## config.mk

```make
export PLATFORM = sky130hd
export DESIGN_NAME = boot_sequencer
export DESIGN_NICKNAME = d
export VERILOG_FILES = /design/src/include/boot_cfg_pkg.sv /design/src/boot_sequencer.sv /design/src/loop_ramp.sv
export SDC_FILE = /design/constraint.sdc
export NUM_CORES = 1
export LEC_CHECK = 0
export BUFFER_PORTS_ARGS = -buffer_cell sky130_fd_sc_hd__buf_2
export CAP_MARGIN = 20
export CORE_MARGIN = 3
export CORE_UTILIZATION = 61
export DETAILED_ROUTE_END_ITERATION = 7
export GPL_TIMING_DRIVEN = 0
export PLACE_DENSITY = 0.85
export SYNTH_ARGS = -nofsm -noshare
export SYNTH_HDL_FRONTEND = slang
export SYNTH_HIERARCHICAL = 1
export SYNTH_SLANG_ARGS = --single-unit
```

## constraint.sdc

```tcl
create_clock -name clock_i -period 6.2 [get_ports clock_i]
set_input_delay 0.31 -clock clock_i [delete_from_list [all_inputs] [get_ports clock_i]]
set_output_delay 0.31 -clock clock_i [all_outputs]
set_load 0.005 [all_outputs]
```

## src/include/boot_cfg_pkg.sv

```systemverilog
// Package: constants and carriers for the dual-loop boot and bus-id block
package boot_cfg_pkg;

  // -------------------------------------------------------------------
  // Register offsets (plain port, byte-free index)
  // -------------------------------------------------------------------
  localparam logic [3:0] REG_CTRL = 4'h0;
  localparam logic [3:0] REG_ADDR = 4'h1;
  localparam logic [3:0] REG_BOOT1 = 4'h2;
  localparam logic [3:0] REG_BOOT2 = 4'h3;
  localparam logic [3:0] REG_VOFS = 4'h4;
  localparam logic [3:0] REG_VMAX = 4'h5;
  localparam logic [3:0] REG_ROFS = 4'h6;
  localparam logic [3:0] REG_SLEW = 4'h7;
  localparam logic [3:0] REG_TOFS = 4'h8;
  localparam logic [3:0] REG_STAT = 4'h9;
  localparam logic [3:0] REG_L2DLY = 4'hA;
  localparam logic [3:0] REG_TGT = 4'hB;

  // -------------------------------------------------------------------
  // Control register bit positions
  // -------------------------------------------------------------------
  localparam int CTRL_GUARD = 0;
  localparam int CTRL_STRAP_EN = 1;
  localparam int CTRL_REV_NV = 2;
  localparam int CTRL_TRACK = 3;
  localparam int CTRL_HOSTSEL = 4;
  localparam int CTRL_FIXSEL_LO = 5;
  localparam int CTRL_FIXBOOT = 7;

  // -------------------------------------------------------------------
  // Reset values
  // -------------------------------------------------------------------
  localparam logic [7:0] CTRL_RESET = 8'h01;
  localparam logic [3:0] ADDR1_RESET = 4'h0;
  localparam logic [3:0] ADDR2_RESET = 4'h1;
  localparam logic [7:0] BOOT_RESET = 8'h00;
  localparam logic [7:0] VMAX_RESET = 8'hFF;
  localparam logic [7:0] SLEW_RESET = 8'h11;
  localparam logic [7:0] VID_OFF = 8'h00;
  localparam logic [3:0] STRAP_MAX = 4'hB;

  // Fixed later-revision boot codes: 0V, 1.65V, 1.7V, 1.75V
  localparam logic [7:0] FIX_BOOT0 = 8'h00;
  localparam logic [7:0] FIX_BOOT1 = 8'hE6;
  localparam logic [7:0] FIX_BOOT2 = 8'hF0;
  localparam logic [7:0] FIX_BOOT3 = 8'hFA;

  // -------------------------------------------------------------------
  // Timing (25 MHz clock)
  // -------------------------------------------------------------------
  localparam int CLK_MHZ = 25;
  localparam int START_NS = 3000;
  localparam int START_CYC = START_NS * CLK_MHZ / 1000;
  localparam int READY_NS = 1000;
  localparam int READY_CYC = READY_NS * CLK_MHZ / 1000;
  localparam int L2STEP_PS = 2660000;
  localparam int L2STEP_CYC = (L2STEP_PS / 1000) * CLK_MHZ / 1000;
  localparam int L2DLY_MAX = 255;
  localparam int STEP_CYC_W = 8;

  // -------------------------------------------------------------------
  // Carriers
  // -------------------------------------------------------------------
  typedef struct packed {
    logic [3:0] addr;
    logic [7:0] wdata;
    logic wr;
    logic rd;
  } reg_req_type;

  typedef struct packed {
    logic [7:0] target;
    logic power_good;
    logic ramping;
  } loop_state_type;

endpackage : boot_cfg_pkg

```

## src/boot_sequencer.sv

```systemverilog
// Dual-loop boot sequencer with bus-id configuration and offsets
//
// Design decisions made here: strobed register access and the placing of the registers.
`timescale 1ns/1ns
// Operation
// RULE1 - Nonzero boot ramps rail, then ready
// RULE2 - Both nonzero loops start together
// RULE3 - Zero boot waits for addressed command
// RULE4 - Default bus addresses zero and one
// RULE5 - Address writable only while guard cleared
// RULE6 - Strap offset 0..11 added when enabled
// RULE7 - Signed output offset, one code steps
// RULE8 - Output clamped, never above maximum
// RULE9 - Current and temperature reporting offsets
// RULE10 - Later revision by bit or pin
// RULE11 - Later revision boot: register or fixed
// RULE12 - Tracking: loop 2 target half loop 1
// RULE13 - Tracking accepts either host kind
// RULE14 - Host sets loop 2 slew half
// RULE15 - Tracking: loop 1 starts after 3us
// RULE16 - Ready within 1us of ramp end
// RULE17 - Loop 2 delay in 2.66us steps; code steps are 66 cycles, 2.64us
// RULE18 - Boot codes stored, used each power-on
// RULE19 - Offset added, then clamped to maximum
module boot_sequencer
  import boot_cfg_pkg::*;
#(
  parameter int DLY_STEPS = L2DLY_MAX
) (
  // Clock and reset
  input wire logic clock_i,
  input wire logic rst_b_i,
  // Register port
  input wire logic [3:0] reg_addr_i,
  input wire logic [7:0] reg_wdata_i,
  input wire logic reg_wr_i,
  input wire logic reg_rd_i,
  output logic [7:0] reg_rdata_o,
  // Pins
  input wire logic regulator_enable_input_i,
  input wire logic protocol_rev_select_pin_b_i,
  input wire logic [3:0] bus_id_strap_pin_i,
  // Voltage-ID bus command from decoder
  input wire logic vid_cmd_valid_i,
  input wire logic vid_cmd_from_host_i,
  input wire logic [3:0] vid_cmd_addr_i,
  input wire logic [7:0] vid_cmd_code_i,
  // Reporting values in and out
  input wire logic [7:0] current_raw_i,
  input wire logic [7:0] temp_raw_i,
  output logic [7:0] current_rpt_o,
  output logic [7:0] temp_rpt_o,
  // Loop outputs
  output logic [7:0] loop1_target_o,
  output logic [7:0] loop2_target_o,
  output logic loop1_power_good_o,
  output logic loop2_power_good_o,
  output logic [3:0] loop1_bus_addr_o,
  output logic [3:0] loop2_bus_addr_o,
  output logic later_rev_o
);

  initial begin
    if (DLY_STEPS < 1 || DLY_STEPS > L2DLY_MAX) $error("boot_sequencer: bad delay steps");
  end

  // -------------------------------------------------------------------
  // Synchronisers for pins
  // -------------------------------------------------------------------
  logic [5:0] pin_s1_q;
  logic [5:0] pin_s2_q;
  always_ff @(posedge clock_i or negedge rst_b_i) begin
    if (!rst_b_i) begin
      pin_s1_q <= 6'h02; // Enable low, revision pin at its idle high
      pin_s2_q <= 6'h02;
    end else begin
      pin_s1_q <= {bus_id_strap_pin_i, protocol_rev_select_pin_b_i, regulator_enable_input_i};
      pin_s2_q <= pin_s1_q;
    end
  end
  logic enable_s;
  logic rev_pin_b_s;
  logic [3:0] strap_s;
  assign enable_s = pin_s2_q[0];
  assign rev_pin_b_s = pin_s2_q[1];
  assign strap_s = pin_s2_q[5:2];

  // -------------------------------------------------------------------
  // Configuration registers (stand-in for nonvolatile store)
  // -------------------------------------------------------------------
  logic [7:0] ctrl_q;
  logic [7:0] addr_q;
  logic [7:0] boot1_q;
  logic [7:0] boot2_q;
  logic [7:0] vofs_q;
  logic [7:0] vmax_q;
  logic [7:0] rofs_q;
  logic [7:0] tofs_q;
  logic [7:0] slew_q;
  logic [7:0] l2dly_q;
  reg_req_type req;
  assign req = '{addr: reg_addr_i, wdata: reg_wdata_i, wr: reg_wr_i, rd: reg_rd_i};

  // Register writes; address field obeys the guard
  always_ff @(posedge clock_i or negedge rst_b_i) begin
    if (!rst_b_i) begin
      ctrl_q <= CTRL_RESET;
      addr_q <= {ADDR2_RESET, ADDR1_RESET}; // [RULE4]
      boot1_q <= BOOT_RESET;
      boot2_q <= BOOT_RESET;
      vofs_q <= VID_OFF;
      vmax_q <= VMAX_RESET;
      rofs_q <= 8'h00;
      tofs_q <= 8'h00;
      slew_q <= SLEW_RESET;
      l2dly_q <= 8'h00;
    end else if (req.wr) begin
      case (req.addr)
        REG_CTRL: ctrl_q <= req.wdata;
        REG_ADDR: if (!ctrl_q[CTRL_GUARD]) addr_q <= req.wdata; // [RULE5]
        REG_BOOT1: boot1_q <= req.wdata; // [RULE18]
        REG_BOOT2: boot2_q <= req.wdata; // [RULE18]
        REG_VOFS: vofs_q <= req.wdata; // [RULE7]
        REG_VMAX: vmax_q <= req.wdata;
        REG_ROFS: rofs_q <= req.wdata; // [RULE9]
        REG_TOFS: tofs_q <= req.wdata; // [RULE9]
        REG_SLEW: slew_q <= req.wdata; // [RULE14]
        REG_L2DLY: l2dly_q <= req.wdata; // [RULE17]
        default: ;
      endcase
    end
  end

  // -------------------------------------------------------------------
  // Bus address with optional strap offset
  // -------------------------------------------------------------------
  function automatic logic [3:0] add_strap(input logic [3:0] base, input logic en,
                                           input logic [3:0] strap);
    logic [3:0] ofs;
    ofs = (strap > STRAP_MAX) ? STRAP_MAX : strap;
    add_strap = en ? base + ofs : base; // [RULE6]
  endfunction : add_strap

  assign loop1_bus_addr_o = add_strap(addr_q[3:0], ctrl_q[CTRL_STRAP_EN], strap_s);
  assign loop2_bus_addr_o = add_strap(addr_q[7:4], ctrl_q[CTRL_STRAP_EN], strap_s);

  // Bus path may always command; host path in tracking mode only
  logic cmd_ok;
  logic cmd_l1;
  logic cmd_l2;
  assign cmd_ok = vid_cmd_valid_i &&
                  (!vid_cmd_from_host_i || ctrl_q[CTRL_TRACK]); // [RULE13]
  assign cmd_l1 = cmd_ok && vid_cmd_addr_i == loop1_bus_addr_o;
  assign cmd_l2 = cmd_ok && vid_cmd_addr_i == loop2_bus_addr_o;

  // -------------------------------------------------------------------
  // Mode and boot code selection
  // -------------------------------------------------------------------
  assign later_rev_o = ctrl_q[CTRL_REV_NV] || !rev_pin_b_s; // [RULE10]

  function automatic logic [7:0] boot_pick(input logic [7:0] reg_code, input logic later,
                                           input logic fix, input logic [1:0] sel);
    logic [7:0] fixed;
    case (sel)
      2'd0: fixed = FIX_BOOT0;
      2'd1: fixed = FIX_BOOT1;
      2'd2: fixed = FIX_BOOT2;
      default: fixed = FIX_BOOT3;
    endcase
    boot_pick = (later && fix) ? fixed : reg_code; // [RULE11]
  endfunction : boot_pick

  logic [7:0] boot1_code;
  logic [7:0] boot2_code;
  assign boot1_code = boot_pick(boot1_q, later_rev_o, ctrl_q[CTRL_FIXBOOT],
                                ctrl_q[CTRL_FIXSEL_LO +: 2]);
  assign boot2_code = boot_pick(boot2_q, later_rev_o, ctrl_q[CTRL_FIXBOOT],
                                ctrl_q[CTRL_FIXSEL_LO +: 2]);

  // -------------------------------------------------------------------
  // Commanded codes: boot value at power-on, bus commands after
  // -------------------------------------------------------------------
  logic [7:0] cmd1_q;
  logic [7:0] cmd2_q;
  logic go1_q;
  logic go2_q;
  logic go1_d;
  logic go2_d;
  typedef enum logic [2:0] {S_OFF, S_LEAD, S_DLY2, S_RUN} seq_type;
  seq_type seq_q;
  logic [7:0] lead_q;
  logic [7:0] step_q;
  logic [7:0] dly_q;
  logic l2_tick;
  assign l2_tick = (step_q == 8'(L2STEP_CYC - 1));

  // Sequencer: common start, tracking lead time and loop 2 delay
  always_ff @(posedge clock_i or negedge rst_b_i) begin
    if (!rst_b_i) begin
      seq_q <= S_OFF;
      lead_q <= 8'h00;
      step_q <= 8'h00;
      dly_q <= 8'h00;
    end else begin
      step_q <= l2_tick ? 8'h00 : step_q + 8'h01;
      case (seq_q)
        S_OFF: begin
          if (enable_s) begin
            seq_q <= ctrl_q[CTRL_TRACK] ? S_LEAD : S_RUN;
            lead_q <= 8'h00;
          end
        end
        S_LEAD: begin
          lead_q <= lead_q + 8'h01;
          if (lead_q == 8'(START_CYC - 1)) begin
            seq_q <= (l2dly_q == 8'h00) ? S_RUN : S_DLY2; // [RULE15]
            step_q <= 8'h00;
            dly_q <= 8'h00;
          end
        end
        S_DLY2: begin
          if (l2_tick) begin
            dly_q <= dly_q + 8'h01;
            if (dly_q + 8'h01 >= l2dly_q) seq_q <= S_RUN; // [RULE17]
          end
        end
        S_RUN: ;
        default: seq_q <= S_OFF;
      endcase
      if (!enable_s) seq_q <= S_OFF;
    end
  end

  // Start events; zero boot waits for its own command (loop 2 in tracking goes by loop 1's boot code)
  always_comb begin
    go1_d = 1'b0;
    go2_d = 1'b0;
    if (seq_q == S_OFF && enable_s && !ctrl_q[CTRL_TRACK]) begin
      go1_d = boot1_code != VID_OFF; // [RULE1] [RULE2]
      go2_d = boot2_code != VID_OFF; // [RULE2]
    end else if (seq_q == S_LEAD && lead_q == 8'(START_CYC - 1)) begin
      go1_d = boot1_code != VID_OFF;
      go2_d = (l2dly_q == 8'h00) && boot1_code != VID_OFF;
    end else if (seq_q == S_DLY2 && l2_tick && dly_q + 8'h01 >= l2dly_q) begin
      go2_d = boot1_code != VID_OFF;
    end
    if (seq_q != S_OFF && cmd_l1) go1_d = 1'b1; // [RULE3]
    if (seq_q != S_OFF && cmd_l2) go2_d = 1'b1; // [RULE3]
  end

  // Commanded code per loop, loaded from boot store at power-on
  always_ff @(posedge clock_i or negedge rst_b_i) begin
    if (!rst_b_i) begin
      cmd1_q <= VID_OFF;
      cmd2_q <= VID_OFF;
      go1_q <= 1'b0;
      go2_q <= 1'b0;
    end else begin
      go1_q <= go1_d;
      go2_q <= go2_d;
      if (seq_q == S_OFF) begin
        cmd1_q <= boot1_code; // [RULE18]
        cmd2_q <= boot2_code;
      end else begin
        if (cmd_l1) cmd1_q <= vid_cmd_code_i;
        if (cmd_l2) cmd2_q <= vid_cmd_code_i;
      end
    end
  end

  // Offset then clamp to the programmed maximum
  function automatic logic [7:0] ofs_clamp(input logic [7:0] code, input logic [7:0] ofs,
                                           input logic [7:0] vmax);
    logic signed [9:0] sum;
    sum = $signed({2'b00, code}) + $signed({{2{ofs[7]}}, ofs});
    if (code == VID_OFF) ofs_clamp = VID_OFF;
    else if (sum > $signed({2'b00, vmax})) ofs_clamp = vmax; // [RULE8] [RULE19]
    else if (sum < 10'sd1) ofs_clamp = (vmax == VID_OFF) ? VID_OFF : 8'h01;
    else ofs_clamp = sum[7:0]; // [RULE7]
  endfunction : ofs_clamp

  logic [7:0] tgt1;
  logic [7:0] tgt2;
  assign tgt1 = ofs_clamp(cmd1_q, vofs_q, vmax_q);
  assign tgt2 = ctrl_q[CTRL_TRACK] ? {1'b0, tgt1[7:1]} : ofs_clamp(cmd2_q, vofs_q, vmax_q); // [RULE12]

  // -------------------------------------------------------------------
  // Slew dividers and loop engines
  // -------------------------------------------------------------------
  logic [1:0] slew_tick;
  logic [7:0] slew_cnt_q [2];
  loop_state_type lst [2];
  logic [7:0] tgts [2];
  logic [1:0] gos;
  assign tgts[0] = tgt1;
  assign tgts[1] = tgt2;
  assign gos = {go2_q, go1_q};

  for (genvar g = 0; g < 2; g++) begin : g_loop
    // Per-loop step rate from its own slew nibble
    always_ff @(posedge clock_i or negedge rst_b_i) begin
      if (!rst_b_i) begin
        slew_cnt_q[g] <= 8'h00;
      end else if (slew_tick[g]) begin
        slew_cnt_q[g] <= 8'h00;
      end else begin
        slew_cnt_q[g] <= slew_cnt_q[g] + 8'h01;
      end
    end
    assign slew_tick[g] = slew_cnt_q[g] >= {4'h0, slew_q[4*g +: 4]}; // [RULE14]
    loop_ramp #(.READY_DLY(READY_CYC)) loop_ramp_i ( // [RULE16]
      .clock_i(clock_i),
      .rst_b_i(rst_b_i),
      .start_i(gos[g]),
      .step_en_i(slew_tick[g]),
      .target_i(tgts[g]),
      .state_o(lst[g])
    );
  end

  assign loop1_target_o = lst[0].target;
  assign loop2_target_o = lst[1].target;
  assign loop1_power_good_o = lst[0].power_good; // [RULE1]
  assign loop2_power_good_o = lst[1].power_good;

  // -------------------------------------------------------------------
  // Reporting offsets: current 0.25A and temperature 1C codes
  // -------------------------------------------------------------------
  always_ff @(posedge clock_i or negedge rst_b_i) begin
    if (!rst_b_i) begin
      current_rpt_o <= 8'h00;
      temp_rpt_o <= 8'h00;
    end else begin
      current_rpt_o <= current_raw_i + {{3{rofs_q[4]}}, rofs_q[4:0]}; // [RULE9]
      temp_rpt_o <= temp_raw_i + {{2{tofs_q[5]}}, tofs_q[5:0]}; // [RULE9]
    end
  end

  // Read data one cycle after the strobe
  always_ff @(posedge clock_i or negedge rst_b_i) begin
    if (!rst_b_i) begin
      reg_rdata_o <= 8'h00;
    end else if (req.rd) begin
      case (req.addr)
        REG_CTRL: reg_rdata_o <= ctrl_q;
        REG_ADDR: reg_rdata_o <= addr_q;
        REG_BOOT1: reg_rdata_o <= boot1_q;
        REG_BOOT2: reg_rdata_o <= boot2_q;
        REG_VOFS: reg_rdata_o <= vofs_q;
        REG_VMAX: reg_rdata_o <= vmax_q;
        REG_ROFS: reg_rdata_o <= rofs_q;
        REG_TOFS: reg_rdata_o <= tofs_q;
        REG_SLEW: reg_rdata_o <= slew_q;
        REG_STAT: reg_rdata_o <= {3'b000, later_rev_o, lst[1].ramping, lst[0].ramping,
                                  lst[1].power_good, lst[0].power_good};
        REG_L2DLY: reg_rdata_o <= l2dly_q;
        REG_TGT: reg_rdata_o <= tgt1;
        default: reg_rdata_o <= 8'h00;
      endcase
    end else begin
      reg_rdata_o <= 8'h00;
    end
  end

  // -------------------------------------------------------------------
  // Checks
  // -------------------------------------------------------------------
  a_addr_guard: assert property (@(posedge clock_i) disable iff (!rst_b_i) // [RULE5]
    ctrl_q[CTRL_GUARD] |=> addr_q == $past(addr_q))
    else $error("address changed while guard set");
  a_target_limit: assert property (@(posedge clock_i) disable iff (!rst_b_i) // [RULE8]
    tgt1 <= vmax_q)
    else $error("target above maximum");
  a_track_half: assert property (@(posedge clock_i) disable iff (!rst_b_i) // [RULE12]
    (ctrl_q[CTRL_TRACK] && lst[0].power_good && lst[1].power_good)
    |-> lst[1].target == {1'b0, lst[0].target[7:1]})
    else $error("loop 2 target not half of loop 1");
  a_zero_boot_idle: assert property (@(posedge clock_i) disable iff (!rst_b_i) // [RULE3]
    (seq_q == S_OFF && !go1_q) |=> lst[0].target == $past(lst[0].target) || $past(go1_q))
    else $error("loop 1 moved without a start");
  a_both_start: assert property (@(posedge clock_i) disable iff (!rst_b_i) // [RULE2]
    (seq_q == S_OFF && enable_s && !ctrl_q[CTRL_TRACK] && boot1_code != VID_OFF
     && boot2_code != VID_OFF) |=> go1_q && go2_q)
    else $error("loops did not start together");
  a_lead_time: assert property (@(posedge clock_i) disable iff (!rst_b_i) // [RULE15]
    (seq_q == S_OFF && enable_s && ctrl_q[CTRL_TRACK]) |=> !go1_q [*8])
    else $error("loop 1 started before lead time");
  a_rev_select: assert property (@(posedge clock_i) disable iff (!rst_b_i) // [RULE10]
    !pin_s2_q[1] |-> later_rev_o)
    else $error("later revision not selected by pin");
  a_default_addr: assert property (@(posedge clock_i) disable iff (!rst_b_i) // [RULE4]
    $rose(rst_b_i) |-> addr_q == {ADDR2_RESET, ADDR1_RESET})
    else $error("default bus address wrong");

endmodule : boot_sequencer

```

## src/loop_ramp.sv

```systemverilog
// Loop ramp engine: steps the present VID code toward a target
`timescale 1ns/1ns
module loop_ramp
  import boot_cfg_pkg::*;
#(
  parameter int READY_DLY = READY_CYC
) (
  // Clock and reset
  input wire logic clock_i,
  input wire logic rst_b_i,
  // Control
  input wire logic start_i,
  input wire logic step_en_i,
  input wire logic [7:0] target_i,
  // Status
  output loop_state_type state_o
);

  initial begin
    if (READY_DLY < 1) $error("loop_ramp: ready delay below one cycle");
  end

  logic [7:0] level_q;
  logic run_q;
  logic [7:0] rdy_cnt_q;
  logic good_q;

  // Walk one code per enable; rising only from the start event onward
  always_ff @(posedge clock_i or negedge rst_b_i) begin
    if (!rst_b_i) begin
      level_q <= VID_OFF;
      run_q <= 1'b0;
    end else begin
      if (start_i) begin
        run_q <= 1'b1;
      end
      if ((run_q || start_i) && step_en_i && level_q != target_i) begin
        level_q <= (level_q < target_i) ? level_q + 8'h01 : level_q - 8'h01; // [RULE1]
      end
    end
  end

  // Ready follows arrival; counter raises it READY_DLY cycles later, right at the bound
  always_ff @(posedge clock_i or negedge rst_b_i) begin
    if (!rst_b_i) begin
      rdy_cnt_q <= 8'h00;
      good_q <= 1'b0;
    end else if (!run_q || level_q != target_i || target_i == VID_OFF) begin
      rdy_cnt_q <= 8'h00;
      good_q <= 1'b0;
    end else if (rdy_cnt_q < 8'(READY_DLY - 1)) begin
      rdy_cnt_q <= rdy_cnt_q + 8'h01;
    end else begin
      good_q <= 1'b1; // [RULE16]
    end
  end

  assign state_o.target = level_q;
  assign state_o.power_good = good_q;
  assign state_o.ramping = run_q && (level_q != target_i);

  // Ready drops at most one cycle after level and target part
  a_ready_settled: assert property (@(posedge clock_i) disable iff (!rst_b_i)
    good_q |-> $past(level_q) == $past(target_i)) // [RULE16]
    else $error("ready asserted while not at target");

endmodule : loop_ramp

```

# After elaboration in Yosys (flattened, before gate mapping)
# Index checks and enable logic that the tools add are counted.
# word_totals
ff_bits,213
in_bits,52
output_inout_bits,51
word_cells,210
# op_classes
addsub,17
n_lt_le_gt_ge,12
n_eq_ne,31
muxes,54
bitwise_logic,1
n_reduce_logical,62
# ops
operator,n
$mux 8,28
$pmux 8 s12,1
$add 8x1->8 const B,9
$logic_not 8->1,6
$pmux 8 s2,2
$pmux 8 s3,1
$add 9x8->10,2
$gt 10x9->1,2
$lt 10x2->1 const B,2
$reduce_and 2->1,10
$logic_and 1x1->1,18
$add 8x8->8,2
$eq 4x3->1 const B,4
$eq 4x4->1 const B,4
$eq 8x7->1 const B,2
$ge 8x4->1,2
$lt 8x5->1 const B,2
$lt 8x8->1,2
$ne 8x8->1,2
$reduce_bool 8->1,2
$sub 8x1->8 const B,2
$mux 1,13
$mux 3,4
$mux 4,3
other kinds (26),52

# Logic depth before layout (Yosys ltp)
# logic_depth
ltp_word,10
mapped_depth,27
ltp_nobuf,27

# Cells and area by module
# Netlist, hierarchy kept.
# modules_own_cells
module,instances,cells_per_inst,area_each_um2,seq_area_each_um2
boot_sequencer,1,1101,10964.3,4421.7
loop_ramp,2,122,1188.6,450.4

# Worst setup path after synthesis
# Ideal clock, no wire load.
# synth_timing
kind,flip-flop to flip-flop
startpoint,reg vofs_q[0]
endpoint,reg g_loop[1].loop_ramp_i.level_q[7]
setup_time_ns,0.080
t_arrival_ns,5.664
required_time_ns,6.120
setup_slack_ns,0.456
path_stages_with_launch,26
n_path_buf,0
period_less_slack_ns,5.744
cell_sequence,dfrtp_1 ha_1 fa_1 a21oi_1 o211ai_2 o32ai_1 inv_1 ha_1 o21ai_0 a221oi_1 nand2_1 a211o_1 a21oi_1 nor2_1 o2bb2ai_1 inv_1 ha_1 a21oi_2 o221ai_2 a221o_1 ha_1 a21oi_1 a211o_1 and3b_4 mux2i_1 xnor2_1
# synth_via
elab_chain_cells,8
word_cells_on_any_way,17
classes_between,2 x add/sub; 5 x order compare; 1 x eq/ne; 8 x mux; 1 x reduce/logical
# synth_lines
element,line_no,source
start: declaration,boot_sequencer.sv:95,logic [7:0] vofs_q;
start signal: assignment,boot_sequencer.sv:123,REG_VOFS: vofs_q <= req.wdata;
$add 9x8->10,boot_sequencer.sv:275,"sum = $signed({2'b00, code}) + $signed({{2{ofs[7]}}, ofs});"
$lt 10x2->1,boot_sequencer.sv:278,else if (sum < 10'sd1) ofs_clamp = (vmax == VID_OFF) ? VID_OFF : 8'h01;
$mux 8,boot_sequencer.sv:278,
$mux 8,boot_sequencer.sv:277,"else if (sum > $signed({2'b00, vmax})) ofs_clamp = vmax;"
$mux 8,boot_sequencer.sv:276,if (code == VID_OFF) ofs_clamp = VID_OFF;
$mux 8 (*),boot_sequencer.sv:285,"assign tgt2 = ctrl_q[CTRL_TRACK] ? {1'b0, tgt1[7:1]} : ofs_clamp(cmd2_q, vofs_q, vmax_q);"
net tgt2[2],boot_sequencer.sv:283,logic [7:0] tgt2;
$lt 8x8->1 or $ne 8x8->1 (tied branches),"loop_ramp.sv:38, loop_ramp.sv:37",
$mux 8 or $logic_and 1x1->1 (tied branches),"loop_ramp.sv:38, loop_ramp.sv:37",
end signal: assignment,loop_ramp.sv:38,level_q <= (level_q < target_i) ? level_q + 8'h01 : level_q - 8'h01;
end: declaration,loop_ramp.sv:23,logic [7:0] level_q;
# The timed path passes the listed nets; every way through them passes the cells marked *.
# A chain may end at the register's enable or synchronous reset.

# Worst setup path after layout
# layout_timing
startpoint,reg vofs_q[0]
endpoint,reg g_loop[0].loop_ramp_i.level_q[7]
# layout_via
elab_chain_cells,7
word_cells_on_any_way,10
classes_between,1 x add/sub; 3 x order compare; 1 x eq/ne; 4 x mux; 1 x reduce/logical
# layout_lines
element,line_no,source
$add 9x8->10 (*),boot_sequencer.sv:275,
$lt 10x2->1,boot_sequencer.sv:278,
$mux 8,boot_sequencer.sv:278,
$mux 8 (*),boot_sequencer.sv:277,
$mux 8 (*),boot_sequencer.sv:276,
net tgt1[5],boot_sequencer.sv:282,logic [7:0] tgt1;
$lt 8x8->1 or $ne 8x8->1 (tied branches),"loop_ramp.sv:38, loop_ramp.sv:37",
$mux 8 or $logic_and 1x1->1 (tied branches),"loop_ramp.sv:38, loop_ramp.sv:37",
end signal: assignment,loop_ramp.sv:38,
end: declaration,loop_ramp.sv:23,
# Marked as above.

==> flow_summary_export.csv <==
group,metric,value,unit
run_status,status,"finished with violations",
run_status,violations,"setup timing",
timing,hold_violations,0,
timing,worstMarginPinSlew,0.785,ns
clock_tree,worstSkewPairLatency,0.53,ns
die,start_util,62.7,%
timing,clock_skew,0.0277,ns
finish,fin_area,15700,um^2
clock_tree,cts_tree,"built",
drt,drc,0,
hold_path,holdPathStages,2,
die,pin_count,103,
timing,slew_viol_final,0,
timing,fin_crit,6.21,ns
setup_path,cp.arrival,6.65,ns
setup_path,cp-end-kind,"flop",
placed_design,postPlaceCellArea,14200,um^2
yosys,synth_top_family_by_area,"compound AO/OA/AOI/OAI gates",
drt,routedWlPerCell,21.4,um
grt,overflow,0,
yosys,synth_edf_count,0,
drt,dr.pass1.iters,8,
finish,drive_above_1_share,21.8,%
clock_tree,cts_num_sinks,212,
power_and_ir_drop,p_leak,7.25,nW
grt,antenna_found_initial,3,
setup_path,timing.rr.start,"vofs_q[0]$_DFFE_PN0P_",
yosys,synthAdderAreaFrac,11.7,%
placed_design,gp_congestion,1.02,
yosys,ys_seq_elements,212,
yosys,synth_cells,1345,
grt,grt_max_degree,119,
setup_path,crit_family,"compound AO/OA/AOI/OAI gates",
yosys,synth-compound-area-share,15.9,%
finish,final_common_cell,"dfrtp_1",
drt,drt_wl_total,38.3,mm
clock_tree,cts.clk_slew.worst_paths,0.06,ns
die,dieHeight,154,um
setup_path,worst-path-buf-inv,5,
drt,postRouteAntennaNets,0,
grt,grt_pass1_wl,59.9,mm
yosys,muxShareOfSynthArea,9.43,%
die,core_area,21300,um^2
hold_path,hold_path.class,"input port to flop",
placed_design,hpwl,27.1,mm
setup_path,worst_r2r_path_depth,27,
timing,relSlewSlack,47.6,%
timing,setup_slack,-0.0146,ns
setup_path,startpoint,"vofs_q[0]$_DFFE_PN0P_",
drt,dr_total_vias,11400,
yosys,synthFlopType,"dfrtp_1",
power_and_ir_drop,power,0.00943,W
grt,grt_pass1_vias,11100,
grt,gr-usage-all-layers,31.2,%
clock_tree,numCtsBuffers,24,
die,dieWidth,154,um
job,drv_cap,0,
timing,whs,0.0160,ns
yosys,synthSimpleGateAreaFrac,13.4,%
setup_path,cp.required,6.64,ns
finish,fin_nets,1670,
setup_path,crit_type,"flop to flop",
die,rows,53,
setup_path,critPathMaxFanout,8,
clock_tree,htree_levels,1,
power_and_ir_drop,peakVddDrop,0.000359,V
finish,instances_no_fill,1792,
timing,setup_viol_count_final,1,
yosys,synth_warnings,6,
setup_path,r2r_end,"g_loop[0].loop_ramp_i/level_q[7]$_DFFE_PN0P_",
setup_path,endpoint,"g_loop[0].loop_ramp_i/level_q[7]$_DFFE_PN0P_",
timing,fin_crit_sh,100,%
drt,via_per_inst,6.37,
yosys,synth_area_per_cell,9.92,um^2
yosys,synth-xor-area-share,5.35,%
finish,layout_common_cells,"dfrtp_1 (196), nand2_1 (102), inv_1 (99), ha_1 (97), buf_2 (94)",
setup_path,path_depth,27,
power_and_ir_drop,p_per_area,600,nW/um^2
drt,dr.first_iter.drc_count,1136,
yosys,async_reset_ff_share,100,%
finish,area_growth,17.7,%
die,die-area,23700,um^2
placed_design,portBuffers,91,
setup_path,critPathLaunchType,"flop",
yosys,yosysSeqAreaShare,39.9,%
setup_path,r2r_slack,-0.01,ns
timing,timing.fmax,161,MHz
yosys,synth.cell_area,13300,um^2
clock_tree,clock-root-buffer,"clkbuf_16",
hold_path,min-delay-start,"current_raw_i[0]",
setup_path,max_stage_delay,0.49,ns
placed_design,place_inst,1717,
clock_tree,clockBufferDepth,3,
yosys,synth_cell_type_count,86,
setup_path,slowest_stage,"a221o_4",
area by class of cell:
| class | count | area (um^2) |
|---|---|---|
| Multi-Input combinational cell | 991 | 7850 |
| Fill cell | 1448 | 5580 |
| Sequential cell | 212 | 5330 |
| Timing Repair Buffer | 122 | 751 |
| Clock buffer | 34 | 718 |
| Inverter | 100 | 375 |
| Tap cell | 275 | 344 |
| Buffer | 47 | 193 |
| Clock inverter | 10 | 151 |
| Antenna cell | 1 | 2.50 |
cells in the mapped netlist, drive strengths merged, types with 13 or more instances:
library cell	instances	area [um^2]
ha	112	1400
nand2	103	387
o21ai	78	402
nor4	18	113
dfrtp	198	4950
nor2b	21	134
a21oi	71	363
xnor2	43	377
inv	100	375
clkbuf	37	139
and3	17	111
nand4	13	81.3
xor2	33	289
nor3	15	80.1
mux2i	48	480
nor2	91	342
nand3	44	225
dfstp	14	368
mux2	69	777
a21o	20	150
worst min-delay path by stage:
stage,endpoint,slack (ns)
6_report,current_rpt_o[0]$_DFF_PN0_,0.02
3_5_place_dp,pin_s2_q[3]$_DFF_PN0_,0.34
2_1_floorplan,addr_q[0]$_DFFE_PN0P_,0.01
3_3_place_gp,pin_s2_q[3]$_DFF_PN0_,0.33
5_1_grt,current_rpt_o[0]$_DFF_PN0_,0.03
4_1_cts,current_rpt_o[0]$_DFF_PN0_,0.0003
worst reg2reg max path: cells and delay by family (launching register included):
family	cells	cell delay, ns
DFF	1	0.44
and+or+nand+nor	5	0.88
buffers and inverters	5	0.60
AOI/OAI and AO/OA	10	2.32
muxes	1	0.18
adders and majority gates	5	1.56
xor gates and xnor gates	1	0.14
layer usage:
metal  part of all wire, %  global-route usage (%)  up-vias
met5                 0.089                       0        -
li1                      -                       -     5117
met4                   4.9                    11.6        4
met3                   8.0                    5.83      148
met1                    40                    42.0     5610
met2                    47                    50.7      532
power by group:
group          switching [W]  internal [W]
clock network       0.000588      0.000937
registers           0.000377       0.00174
logic                0.00312       0.00266
total                0.00409       0.00534
per-stage QoR:
stage               util (%)  setup slack (ns)  TNS, ns
global placement        66.5            -0.379    -1.93
global route            73.8            -0.116   -0.435
floorplan                  -             0.456        0
CTS                     71.8          -0.00724  -0.0142
detailed placement      66.7            -0.451    -2.45
finish                  73.8           -0.0146  -0.0146
kinds of logic after synthesis:
family          Yosys count
xor+xnor                 78
mux                     117
compound gates          303
other cells               1
buf+inv                 147
fa+ha+maj               120
flops                   212
simple gates            367
flip-flops by register name (all words and copies together) (netlist names), 6 cells and up:
name,count
pin_s1_q,6
tofs_q,8
cmd1_q,8
g_loop.loop_ramp_i/level_q,16
slew_q,8
l2dly_q,8
g_loop.loop_ramp_i/rdy_cnt_q,16
step_q,8
rofs_q,8
vmax_q,8
boot2_q,8
cmd2_q,8
slew_cnt_q,16
lead_q,8
addr_q,8
vofs_q,8
temp_rpt_o,8
ctrl_q,8
reg_rdata_o,8
pin_s2_q,6
boot1_q,8
dly_q,8
current_rpt_o,8
timing repair:
| action | 4_1_cts | 5_1_grt |
|---|---|---|
| hold buffers | 8 | 0 |
| endpoints found under the setup margin | 10 | 11 |
| setup buffers | 5 | 17 |
| pin swaps | 6 | 26 |
| hold endpoints to repair | 93 | 0 |
| resized for setup | 16 | 55 |
| cloned | 0 | 0 |
(Power assumes the default switching activity.)
